**src/design/lpcsc_pkg.sv**
```systemverilog
package lpcsc_pkg;

  // register byte offsets on the avalon slave
  localparam logic [4:0] PWR_CTRL_ADDR = 5'h00; // power_control_reg
  localparam logic [4:0] PWR_MGMT_ADDR = 5'h04; // power_mgmt_reg
  localparam logic [4:0] EXT_FLAG_ADDR = 5'h08; // ext_int_flag_reg
  localparam logic [4:0] EXT_EN_ADDR   = 5'h0C; // external wake enables

  // power_control_reg fields
  localparam int IDLE_BIT = 0; // idle request, cleared by hardware
  localparam int STOP_BIT = 1; // stop request, cleared by hardware
  localparam int OSC_FAIL_DETECT_ENABLE_BIT = 4; // osc_fail_detect_enable
  localparam int OFDF_BIT = 5; // osc fail flag, write 0 to clear

  // power_mgmt_reg fields
  localparam int DIV_HI_BIT = 7; // clock_divide_hi
  localparam int DIV_LO_BIT = 6; // clock_divide_lo

  // ext_int_flag_reg fields
  localparam int RSEL_BIT = 1; // ring_clock_select
  localparam int RACT_BIT = 2; // ring_clock_active, read only
  localparam int BGS_BIT  = 3; // bandgap_stop_select

  // clock divide encodings
  localparam logic [1:0] DIV_BY1    = 2'h2; // one osc cycle per machine cycle
  localparam logic [1:0] DIV_BY1024 = 2'h3; // 1024 osc cycles per machine cycle

  // wake sources and warmup counts
  localparam int          N_EXT_INT         = 6;
  localparam int          CNT_W             = 17;
  localparam int unsigned XTAL_WARM_PERIODS = 65536; // crystal periods
  localparam int unsigned FLASH_WARM_CYCLES = 65536; // clock cycles
  localparam logic [23:0] RD_PAD            = 24'h000000;

  // power state, one-hot
  typedef enum logic [3:0] {
    ST_RUN  = 4'h1,
    ST_IDLE = 4'h2,
    ST_STOP = 4'h4,
    ST_WARM = 4'h8
  } lpcsc_state_t;

  // complete state of the controller
  typedef struct packed {
    lpcsc_state_t         state;
    logic                 idle;
    logic                 stop;
    logic                 osc_fail_detect_enable;
    logic                 ofdf;
    logic [1:0]           div;
    logic                 ring_sel;
    logic                 bandgap_stop_select;
    logic                 ring_active;
    logic                 ring_path;
    logic [N_EXT_INT-1:0] ext_en;
    logic                 ack;
    logic [7:0]           rdata;
    logic                 rst_pulse;
  } lpcsc_regs_t;

  // warmup counter state
  typedef struct packed {
    logic [CNT_W-1:0] count;
    logic             done;
  } lpcsc_cnt_t;

endpackage : lpcsc_pkg

```
**src/design/lpcsc_warm_counter.sv**
```systemverilog
`timescale 1ns/1ns
`default_nettype none

module lpcsc_warm_counter #(
  parameter int unsigned LIMIT = lpcsc_pkg::FLASH_WARM_CYCLES
) (
  // clock and reset
  input  wire logic clk_in,
  input  wire logic reset_n_in,
  // control
  input  wire logic clear_in,
  // status
  output logic      done_out
);

  // limit at counter width
  localparam logic [lpcsc_pkg::CNT_W-1:0] LIMIT_V = LIMIT[lpcsc_pkg::CNT_W-1:0];
  localparam logic [lpcsc_pkg::CNT_W-1:0] ONE_V   = 17'h00001;

  lpcsc_pkg::lpcsc_cnt_t cnt_q; // current count
  lpcsc_pkg::lpcsc_cnt_t cnt_d; // next count

  // saturating count, held at zero while cleared
  always_comb begin
    cnt_d = cnt_q;
    if (clear_in) begin
      cnt_d.count = '0;
    end else if (cnt_q.count != LIMIT_V) begin
      cnt_d.count = cnt_q.count + ONE_V;
    end
    cnt_d.done = !clear_in && (cnt_d.count == LIMIT_V);
  end

  // state register
  always_ff @(posedge clk_in or negedge reset_n_in) begin
    if (!reset_n_in) begin
      cnt_q <= '0;
    end else begin
      cnt_q <= cnt_d;
    end
  end

  assign done_out = cnt_q.done;

endmodule : lpcsc_warm_counter

`default_nettype wire

```
**src/design/lpcsc_ctrl.sv**
```systemverilog
// Behaviour
// [RULE1] crystal off for the whole of stop
// [RULE2] ring clocks system until crystal ready
// [RULE3] no ring: hold execution during crystal warmup
// [RULE4] readable status bit shows ring clock source
// [RULE5] divider forced divide-by-1 while on ring
// [RULE6] watchdog only ever clocked from crystal
// [RULE7] idle bit freezes fetch and execution
// [RULE8] idle keeps state and peripheral clocks
// [RULE9] enabled interrupt ends idle, clears bit
// [RULE10] resume right after idle-entering instruction
// [RULE11] any reset ends idle mode
// [RULE12] stop bit halts every on-chip clock
// [RULE13] enabled external interrupt ends stop
// [RULE14] reset pin always ends stop mode
// [RULE15] bandgap reset in stop only if selected
// [RULE16] flash warmup wait after stop exit
// [RULE17] no oscillator-fail reset caused by stop
// [RULE18] divide field 11b slow, reset to 10b
// [RULE19] stop bit cleared when stop ends
`timescale 1ns/1ns
`default_nettype none

module lpcsc_ctrl #(
  parameter int unsigned XTAL_WARM_PERIODS = lpcsc_pkg::XTAL_WARM_PERIODS,
  parameter int unsigned FLASH_WARM_CYCLES = lpcsc_pkg::FLASH_WARM_CYCLES
) (
  // clock and reset
  input  wire logic        clk_in,
  input  wire logic        reset_n_in,
  // avalon-mm slave
  input  wire logic [4:0]  avs_address_in,
  input  wire logic        avs_read_in,
  input  wire logic        avs_write_in,
  input  wire logic [31:0] avs_writedata_in,
  input  wire logic [3:0]  avs_byteenable_in,
  output logic [31:0]      avs_readdata_out,
  output logic             avs_waitrequest_out,
  // wake and reset sources
  input  wire logic [5:0]  ext_int_in,
  input  wire logic        irq_pending_in,
  input  wire logic        ext_reset_in,
  input  wire logic        supply_low_in,
  input  wire logic        crystal_fail_in,
  // clock and core control
  output logic             crystal_enable_out,
  output logic             ring_osc_enable_out,
  output logic             ring_clock_active_out,
  output logic             watchdog_clk_enable_out,
  output logic             periph_clk_enable_out,
  output logic             cpu_hold_out,
  output logic [1:0]       clock_divide_out,
  output logic             osc_fail_detect_enable_out,
  output logic             internal_reset_out,
  output logic             idle_mode_out,
  output logic             stop_mode_out
);

  lpcsc_pkg::lpcsc_regs_t q; // registered state
  lpcsc_pkg::lpcsc_regs_t d; // next state

  logic       flash_done; // flash warmup elapsed
  logic       xtal_done;  // crystal warmup elapsed
  logic       warm_clr;   // counters idle outside warmup
  logic       wr_fire;    // write accepted this edge
  logic       rd_load;    // read data captured this edge
  logic       ext_rst;    // reset pin
  logic       bg_rst;     // bandgap reset in stop
  logic       ofd_rst;    // oscillator fail reset
  logic       any_rst;    // any internal reset source
  logic       stop_wake;  // enabled external wake in stop
  logic [7:0] rd_mux;     // selected register image
  logic       in_stop;    // state decodes
  logic       in_warm;
  logic       in_idle;
  logic       in_run;

  assign in_stop  = (q.state == lpcsc_pkg::ST_STOP);
  assign in_warm  = (q.state == lpcsc_pkg::ST_WARM);
  assign in_idle  = (q.state == lpcsc_pkg::ST_IDLE);
  assign in_run   = (q.state == lpcsc_pkg::ST_RUN);
  assign warm_clr = !in_warm;

  // flash warmup timer, counted on the system clock
  lpcsc_warm_counter #(
    .LIMIT (FLASH_WARM_CYCLES)
  ) u_flash_cnt (
    .clk_in     (clk_in),
    .reset_n_in (reset_n_in),
    .clear_in   (warm_clr),
    .done_out   (flash_done)
  );

  // crystal startup timer, also counted on the system clock
  lpcsc_warm_counter #(
    .LIMIT (XTAL_WARM_PERIODS)
  ) u_xtal_cnt (
    .clk_in     (clk_in),
    .reset_n_in (reset_n_in),
    .clear_in   (warm_clr),
    .done_out   (xtal_done)
  );

  // one wait state: waitrequest drops on the second cycle of an access
  assign wr_fire = avs_write_in && q.ack;
  assign rd_load = avs_read_in && !q.ack;

  // reset sources
  assign ext_rst   = ext_reset_in;
  assign bg_rst    = in_stop && q.bandgap_stop_select && supply_low_in; // RULE15
  // crystal is deliberately off in stop and still starting in warmup
  assign ofd_rst   = crystal_fail_in && q.osc_fail_detect_enable && !in_stop && !in_warm; // RULE17
  assign any_rst   = ext_rst || bg_rst || ofd_rst;
  assign stop_wake = in_stop && (|(ext_int_in & q.ext_en)); // RULE13

  // register read image
  always_comb begin
    rd_mux = 8'h00;
    unique case (avs_address_in)
      lpcsc_pkg::PWR_CTRL_ADDR: begin
        rd_mux[lpcsc_pkg::IDLE_BIT] = q.idle;
        rd_mux[lpcsc_pkg::STOP_BIT] = q.stop;
        rd_mux[lpcsc_pkg::OSC_FAIL_DETECT_ENABLE_BIT] = q.osc_fail_detect_enable;
        rd_mux[lpcsc_pkg::OFDF_BIT] = q.ofdf;
      end
      lpcsc_pkg::PWR_MGMT_ADDR: begin
        rd_mux[lpcsc_pkg::DIV_HI_BIT] = q.div[1];
        rd_mux[lpcsc_pkg::DIV_LO_BIT] = q.div[0];
      end
      lpcsc_pkg::EXT_FLAG_ADDR: begin
        rd_mux[lpcsc_pkg::RSEL_BIT] = q.ring_sel;
        rd_mux[lpcsc_pkg::RACT_BIT] = q.ring_active; // RULE4
        rd_mux[lpcsc_pkg::BGS_BIT]  = q.bandgap_stop_select;
      end
      lpcsc_pkg::EXT_EN_ADDR: begin
        rd_mux[lpcsc_pkg::N_EXT_INT-1:0] = q.ext_en;
      end
      // unmapped offsets read as zero
      default: begin
        rd_mux = 8'h00;
      end
    endcase
  end

  // next-state logic: bus writes first, hardware events override
  always_comb begin
    d           = q;
    d.ack       = (avs_read_in || avs_write_in) && !q.ack;
    d.rst_pulse = any_rst;
    if (rd_load) begin
      d.rdata = rd_mux;
    end
    // software writes, low byte lane only
    if (wr_fire && avs_byteenable_in[0]) begin
      unique case (avs_address_in)
        lpcsc_pkg::PWR_CTRL_ADDR: begin
          if (avs_writedata_in[lpcsc_pkg::IDLE_BIT]) begin
            d.idle = 1'b1;
          end
          if (avs_writedata_in[lpcsc_pkg::STOP_BIT]) begin
            d.stop = 1'b1;
          end
          d.osc_fail_detect_enable = avs_writedata_in[lpcsc_pkg::OSC_FAIL_DETECT_ENABLE_BIT];
          if (!avs_writedata_in[lpcsc_pkg::OFDF_BIT]) begin
            d.ofdf = 1'b0;
          end
        end
        lpcsc_pkg::PWR_MGMT_ADDR: begin
          // divider locked while the ring supplies the clock
          if (!q.ring_active) begin // RULE5
            d.div = {avs_writedata_in[lpcsc_pkg::DIV_HI_BIT],
                     avs_writedata_in[lpcsc_pkg::DIV_LO_BIT]}; // RULE18
          end
        end
        lpcsc_pkg::EXT_FLAG_ADDR: begin
          d.ring_sel = avs_writedata_in[lpcsc_pkg::RSEL_BIT];
          d.bandgap_stop_select      = avs_writedata_in[lpcsc_pkg::BGS_BIT];
        end
        lpcsc_pkg::EXT_EN_ADDR: begin
          d.ext_en = avs_writedata_in[lpcsc_pkg::N_EXT_INT-1:0];
        end
        // unmapped writes are dropped
        default: begin
          d.ext_en = q.ext_en;
        end
      endcase
    end
    // power state sequencing
    unique case (q.state)
      lpcsc_pkg::ST_RUN: begin
        // stop wins if both bits are set together
        if (d.stop) begin
          d.state = lpcsc_pkg::ST_STOP; // RULE12
          d.idle  = 1'b0;
        end else if (d.idle) begin
          d.state = lpcsc_pkg::ST_IDLE; // RULE7
        end
      end
      lpcsc_pkg::ST_IDLE: begin
        // core is frozen; a stop bit written over the bus during idle is discarded here
        d.stop = 1'b0;
        if (irq_pending_in) begin
          d.state = lpcsc_pkg::ST_RUN; // RULE9
          d.idle  = 1'b0;              // RULE9
        end
      end
      lpcsc_pkg::ST_STOP: begin
        if (stop_wake) begin
          d.state       = lpcsc_pkg::ST_WARM;
          d.stop        = 1'b0;       // RULE19
          d.ring_path   = q.ring_sel; // RULE2
          d.ring_active = q.ring_sel; // RULE2
          if (q.ring_sel) begin
            d.div = lpcsc_pkg::DIV_BY1; // RULE5
          end
        end
      end
      lpcsc_pkg::ST_WARM: begin
        // ring handed back to the crystal once it is stable
        if (xtal_done) begin
          d.ring_active = 1'b0; // RULE2
        end
        if (xtal_done && flash_done) begin // RULE3
          d.state     = lpcsc_pkg::ST_RUN; // RULE16
          d.ring_path = 1'b0;
        end
      end
      // illegal one-hot code recovers to run
      default: begin
        d.state = lpcsc_pkg::ST_RUN;
      end
    endcase
    // any reset source ends idle and stop; flag set beats clear
    if (any_rst) begin
      d.idle        = 1'b0;               // RULE11
      d.stop        = 1'b0;               // RULE19
      d.div         = lpcsc_pkg::DIV_BY1; // RULE18
      d.ring_active = 1'b0;
      d.ring_path   = 1'b0;
      // crystal may still be cold, so warm it up on the crystal path
      if (in_stop || in_warm) begin
        d.state = lpcsc_pkg::ST_WARM; // RULE14
      end else begin
        d.state = lpcsc_pkg::ST_RUN;  // RULE11
      end
      if (bg_rst) begin
        d.osc_fail_detect_enable = 1'b0;
      end
      if (ofd_rst) begin
        d.ofdf = 1'b1;
      end
    end
  end

  // state register
  always_ff @(posedge clk_in or negedge reset_n_in) begin
    if (!reset_n_in) begin
      q          <= '0;
      q.state    <= lpcsc_pkg::ST_RUN;
      q.div      <= lpcsc_pkg::DIV_BY1; // RULE18
    end else begin
      q <= d;
    end
  end

  // bus outputs
  assign avs_waitrequest_out = (avs_read_in || avs_write_in) && !q.ack;
  assign avs_readdata_out    = {lpcsc_pkg::RD_PAD, q.rdata};

  // clock control outputs
  assign crystal_enable_out      = !in_stop; // RULE1
  assign ring_osc_enable_out     = q.ring_active; // RULE2
  assign ring_clock_active_out   = q.ring_active; // RULE4
  // watchdog sees only a stable crystal, never the ring
  // ring handback lands one edge after crystal warmup, so wait for it
  assign watchdog_clk_enable_out = in_run || in_idle
                                   || (in_warm && xtal_done && !q.ring_active); // RULE6
  assign periph_clk_enable_out   = in_run || in_idle
                                   || (in_warm && q.ring_path && flash_done); // RULE8
  // pc simply stays put, so execution resumes after the entering instruction
  assign cpu_hold_out = in_idle || in_stop || (in_warm && !(q.ring_path && flash_done)); // RULE10
  assign clock_divide_out           = q.div;
  assign osc_fail_detect_enable_out = q.osc_fail_detect_enable;
  assign internal_reset_out         = q.rst_pulse;
  assign idle_mode_out              = in_idle;
  assign stop_mode_out              = in_stop;
endmodule : lpcsc_ctrl

`default_nettype wire

```
**config.mk**
```make
export PLATFORM = sky130hd
export DESIGN_NAME = lpcsc_ctrl
export DESIGN_NICKNAME = d
export VERILOG_FILES = /design/src/design/lpcsc_pkg.sv /design/src/design/lpcsc_warm_counter.sv /design/src/design/lpcsc_ctrl.sv
export SDC_FILE = /design/constraint.sdc
export NUM_CORES = 1
export LEC_CHECK = 0
export ABC_CLOCK_PERIOD_IN_PS = 4000
export BUFFER_PORTS_ARGS = -buffer_cell sky130_fd_sc_hd__buf_2
export CAP_MARGIN = 40
export CORE_MARGIN = 2
export CORE_UTILIZATION = 30
export CTS_CLUSTER_SIZE = 10
export DETAILED_ROUTE_END_ITERATION = 16
export SLEW_MARGIN = 30
export SYNTH_ARGS = -nofsm -noshare
export SYNTH_HDL_FRONTEND = slang
export SYNTH_SLANG_ARGS = --single-unit
```
**constraint.sdc**
```tcl
create_clock -name clk_in -period 4 [get_ports clk_in]
set_input_delay 0.2 -clock clk_in [delete_from_list [all_inputs] [get_ports clk_in]]
set_output_delay 0.2 -clock clk_in [all_outputs]
set_load 0.03 [all_outputs]
```
==> impl_metrics.json <==
{
  "cts_resized": 0,
  "drive_above_1_share": 0.195,
  "worst_hold_slack_ps": 104,
  "hp-class": "input port to register",
  "maxSlewViolCount": 0,
  "maxCapViolCount": 0,
  "p_per_area_nw_per_um2": 363,
  "n_antenna_cell": 0,
  "io_pins": 100,
  "cp_max_fo": 11,
  "initial_core_util": 0.307,
  "antenna_found_initial": 0,
  "cts_buffers": 9,
  "multi_input_area_sq_um": 2050,
  "r2r_start": "u_xtal_cnt.cnt_q[5]$_DFF_PN0_",
  "end_kind": "register",
  "min_period_ps": 2420,
  "clkTransAtPathRegs_ps": 60,
  "dp_slack_ps": 1540,
  "fmax_mhz": 413,
  "root_buffer": "clkbuf_16",
  "grt_pass1_vias": 3116,
  "final_cell_mix": "64 x dfrtp_1, 48 x buf_2, 42 x nor2_1",
  "routed_via_density": 5.04,
  "synth_edf_count": 0,
  "gp_congestion": 0.839,
  "final_common_cell": "dfrtp_1",
  "post-route-period-util": 0.605,
  "synth_top_area_cell": "dfrtp_1",
  "drt_iter0_markers": 248,
  "cp_data_arrival_time_ps": 2680,
  "synth_warnings": 0,
  "vdd_drop_max_uv": 212,
  "fin_nets": 526,
  "status": "complete, no violations",
  "fp.coreArea_sq_um": 13200,
  "cts_max_path_buffers": 2,
  "postCtsHoldBufs": 1,
  "syn_area_per_cell_sq_um": 9.27,
  "drt-wirelength-per-cell_um": 13.9,
  "synth_cells": 438,
  "setup.worst_path.start": "u_xtal_cnt.cnt_q[5]$_DFF_PN0_",
  "groute.usage.overall": 0.129,
  "die_h_um": 120,
  "leakage_nw": 1.98,
  "fin_worst_skew_ps": 8.94,
  "place_area_sq_um": 4270,
  "tightest_slew_ps": 585,
  "synth_top_cell_area_share": 0.395,
  "async_reset_ff_frac": 1.00,
  "path_buf_inv": 0,
  "p_total_mw": 1.67,
  "max_stage_delay_ps": 630,
  "cts_sinks": 66,
  "utilization": 0.348,
  "final-seq-area_sq_um": 1650,
  "clkLatencyLatePin_ps": 330,
  "rows": 42,
  "finalSetupViolations": 0,
  "cp_num_cells": 5,
  "fin_cells": 648,
  "worstPathCellList": "nand4_1 > nor4_1 > mux2_2 > o21ai_0 > and4_1",
  "dr.pass1.iters": 5,
  "synthFlopType": "dfrtp_1",
  "synth.cell_area_sq_um": 4060,
  "final_area_sq_um": 4610,
  "synth_area_leaders": "dfrtp_1 39%, buf_4 6.5%, nor2_1 3.9%",
  "cp-endpoint": "u_xtal_cnt.done_out$_DFF_PN0_",
  "required_ps": 4260,
  "cts_tree": "built",
  "finalWorstSetupSlack_ps": 1580,
  "die_w_um": 120,
  "h-tree-depth": 3,
  "synth_cell_types": 63,
  "r2r_cells": 5,
  "fin_setup_tns_ps": 0,
  "crit_family": "simple AND/OR/NAND/NOR gates",
  "grt_pass1_wl_um": 15200,
  "hold_viol": 0,
  "routed_wl_um": 9030,
  "max_slew_margin": 0.605,
  "grt_max_degree": 36,
  "vias": 3265,
  "cp_slowest_cell": "nor4_1",
  "rsz0062_at_grt": "no",
  "port-buffer-count": 48,
  "ys_ff_latch": 66,
  "drcViolationCount": 0,
  "yosysSeqAreaShare": 0.408,
  "cp-start-kind": "register",
  "r2r_end": "u_xtal_cnt.done_out$_DFF_PN0_",
  "post-cts-setup-buffer-count": 0,
  "dp_hpwl_um": 6440,
  "area_growth_syn_to_layout_pct": 13.6,
  "grt_overflow": 0,
  "dp.cells": 629,
  "r2r_slack_ps": 1580,
  "crit_type": "register to register",
  "dieArea_sq_um": 14500,
  "postRouteAntennaNets": 0,
  "hold_depth": 3,
  "n_fill_cell": 1359
}
## metal layers
metal	part of all wire	global-route usage	routed length, um
met5	0	0	0
met4	0.022	0.0574	199
met3	0.055	0.0283	496
met2	0.44	0.203	4000
met1	0.48	0.170	4330
## final cells by class
cell class / instances / share of cell area
Clock buffer: 11 / 0.0526
Clock inverter: 5 / 0.0168
Timing Repair Buffer: 56 / 0.0689
Sequential cell: 66 / 0.359
Inverter: 12 / 0.00977
Multi-Input combinational cell: 322 / 0.445
Tap cell: 176 / 0.0478
## synth_stat cells, drive strengths merged, types with 7 or more instances
library cell,number
a21oi,11
buf,51
clkbuf,10
dfrtp,64
inv,12
mux2,10
mux2i,7
nand2,32
nand3,17
nand4,21
nor2,42
nor4,10
nor4b,9
o21ai,16
xnor2,17
xor2,16
## flip-flops by register name, indices dropped and copies added (netlist names)
name	count
osc_fail_detect_enable_out	1
internal_reset_out	1
q	17
ring_clock_active_out	1
u_flash_cnt.done_out	1
u_xtal_cnt.cnt_q	17
u_flash_cnt.cnt_q	17
avs_readdata_out	8
clock_divide_out	2
u_xtal_cnt.done_out	1
## power breakdown
group	total [mW]	leakage, nW	switching [mW]	internal [mW]
sequential	0.699	0.905	0.0139	0.685
clock	0.848	0.156	0.288	0.560
combinational	0.125	0.916	0.0893	0.0353
## kinds of logic after synthesis
| logic type | count (synthesis) | synth area share |
|---|---|---|
| fa+ha+maj | 4 | 0.0123 |
| flops | 66 | 0.408 |
| xor+xnor | 33 | 0.0712 |
| buf+inv | 73 | 0.109 |
| mux | 17 | 0.0450 |
| other cells | 1 | 0.000924 |
| compound gates | 73 | 0.126 |
| simple gates | 171 | 0.227 |
## worst min-delay path, delay by kind of cell
family | cells | cell delay (ps)
simple gates | 1 | 70
buf+inv | 1 | 80
mux | 1 | 60
## worst min-delay path by stage
| stage | to | start | slack (ps) |
|---|---|---|---|
| 2_1_floorplan | avs_readdata_out[0]$_DFFE_PN0P_ | reset_n_in | -100 |
| 3_3_place_gp | avs_readdata_out[6]$_DFFE_PN0P_ | reset_n_in | 350 |
| 3_5_place_dp | avs_readdata_out[6]$_DFFE_PN0P_ | reset_n_in | 150 |
| 4_1_cts | q[12]$_DFFE_PN0P_ | avs_writedata_in[2] | 100 |
| 5_1_grt | q[12]$_DFFE_PN0P_ | avs_writedata_in[2] | 110 |
| 6_report | clock_divide_out[1]$_DFF_PN1_ | avs_writedata_in[7] | 100 |
(Power assumes the default switching activity.)
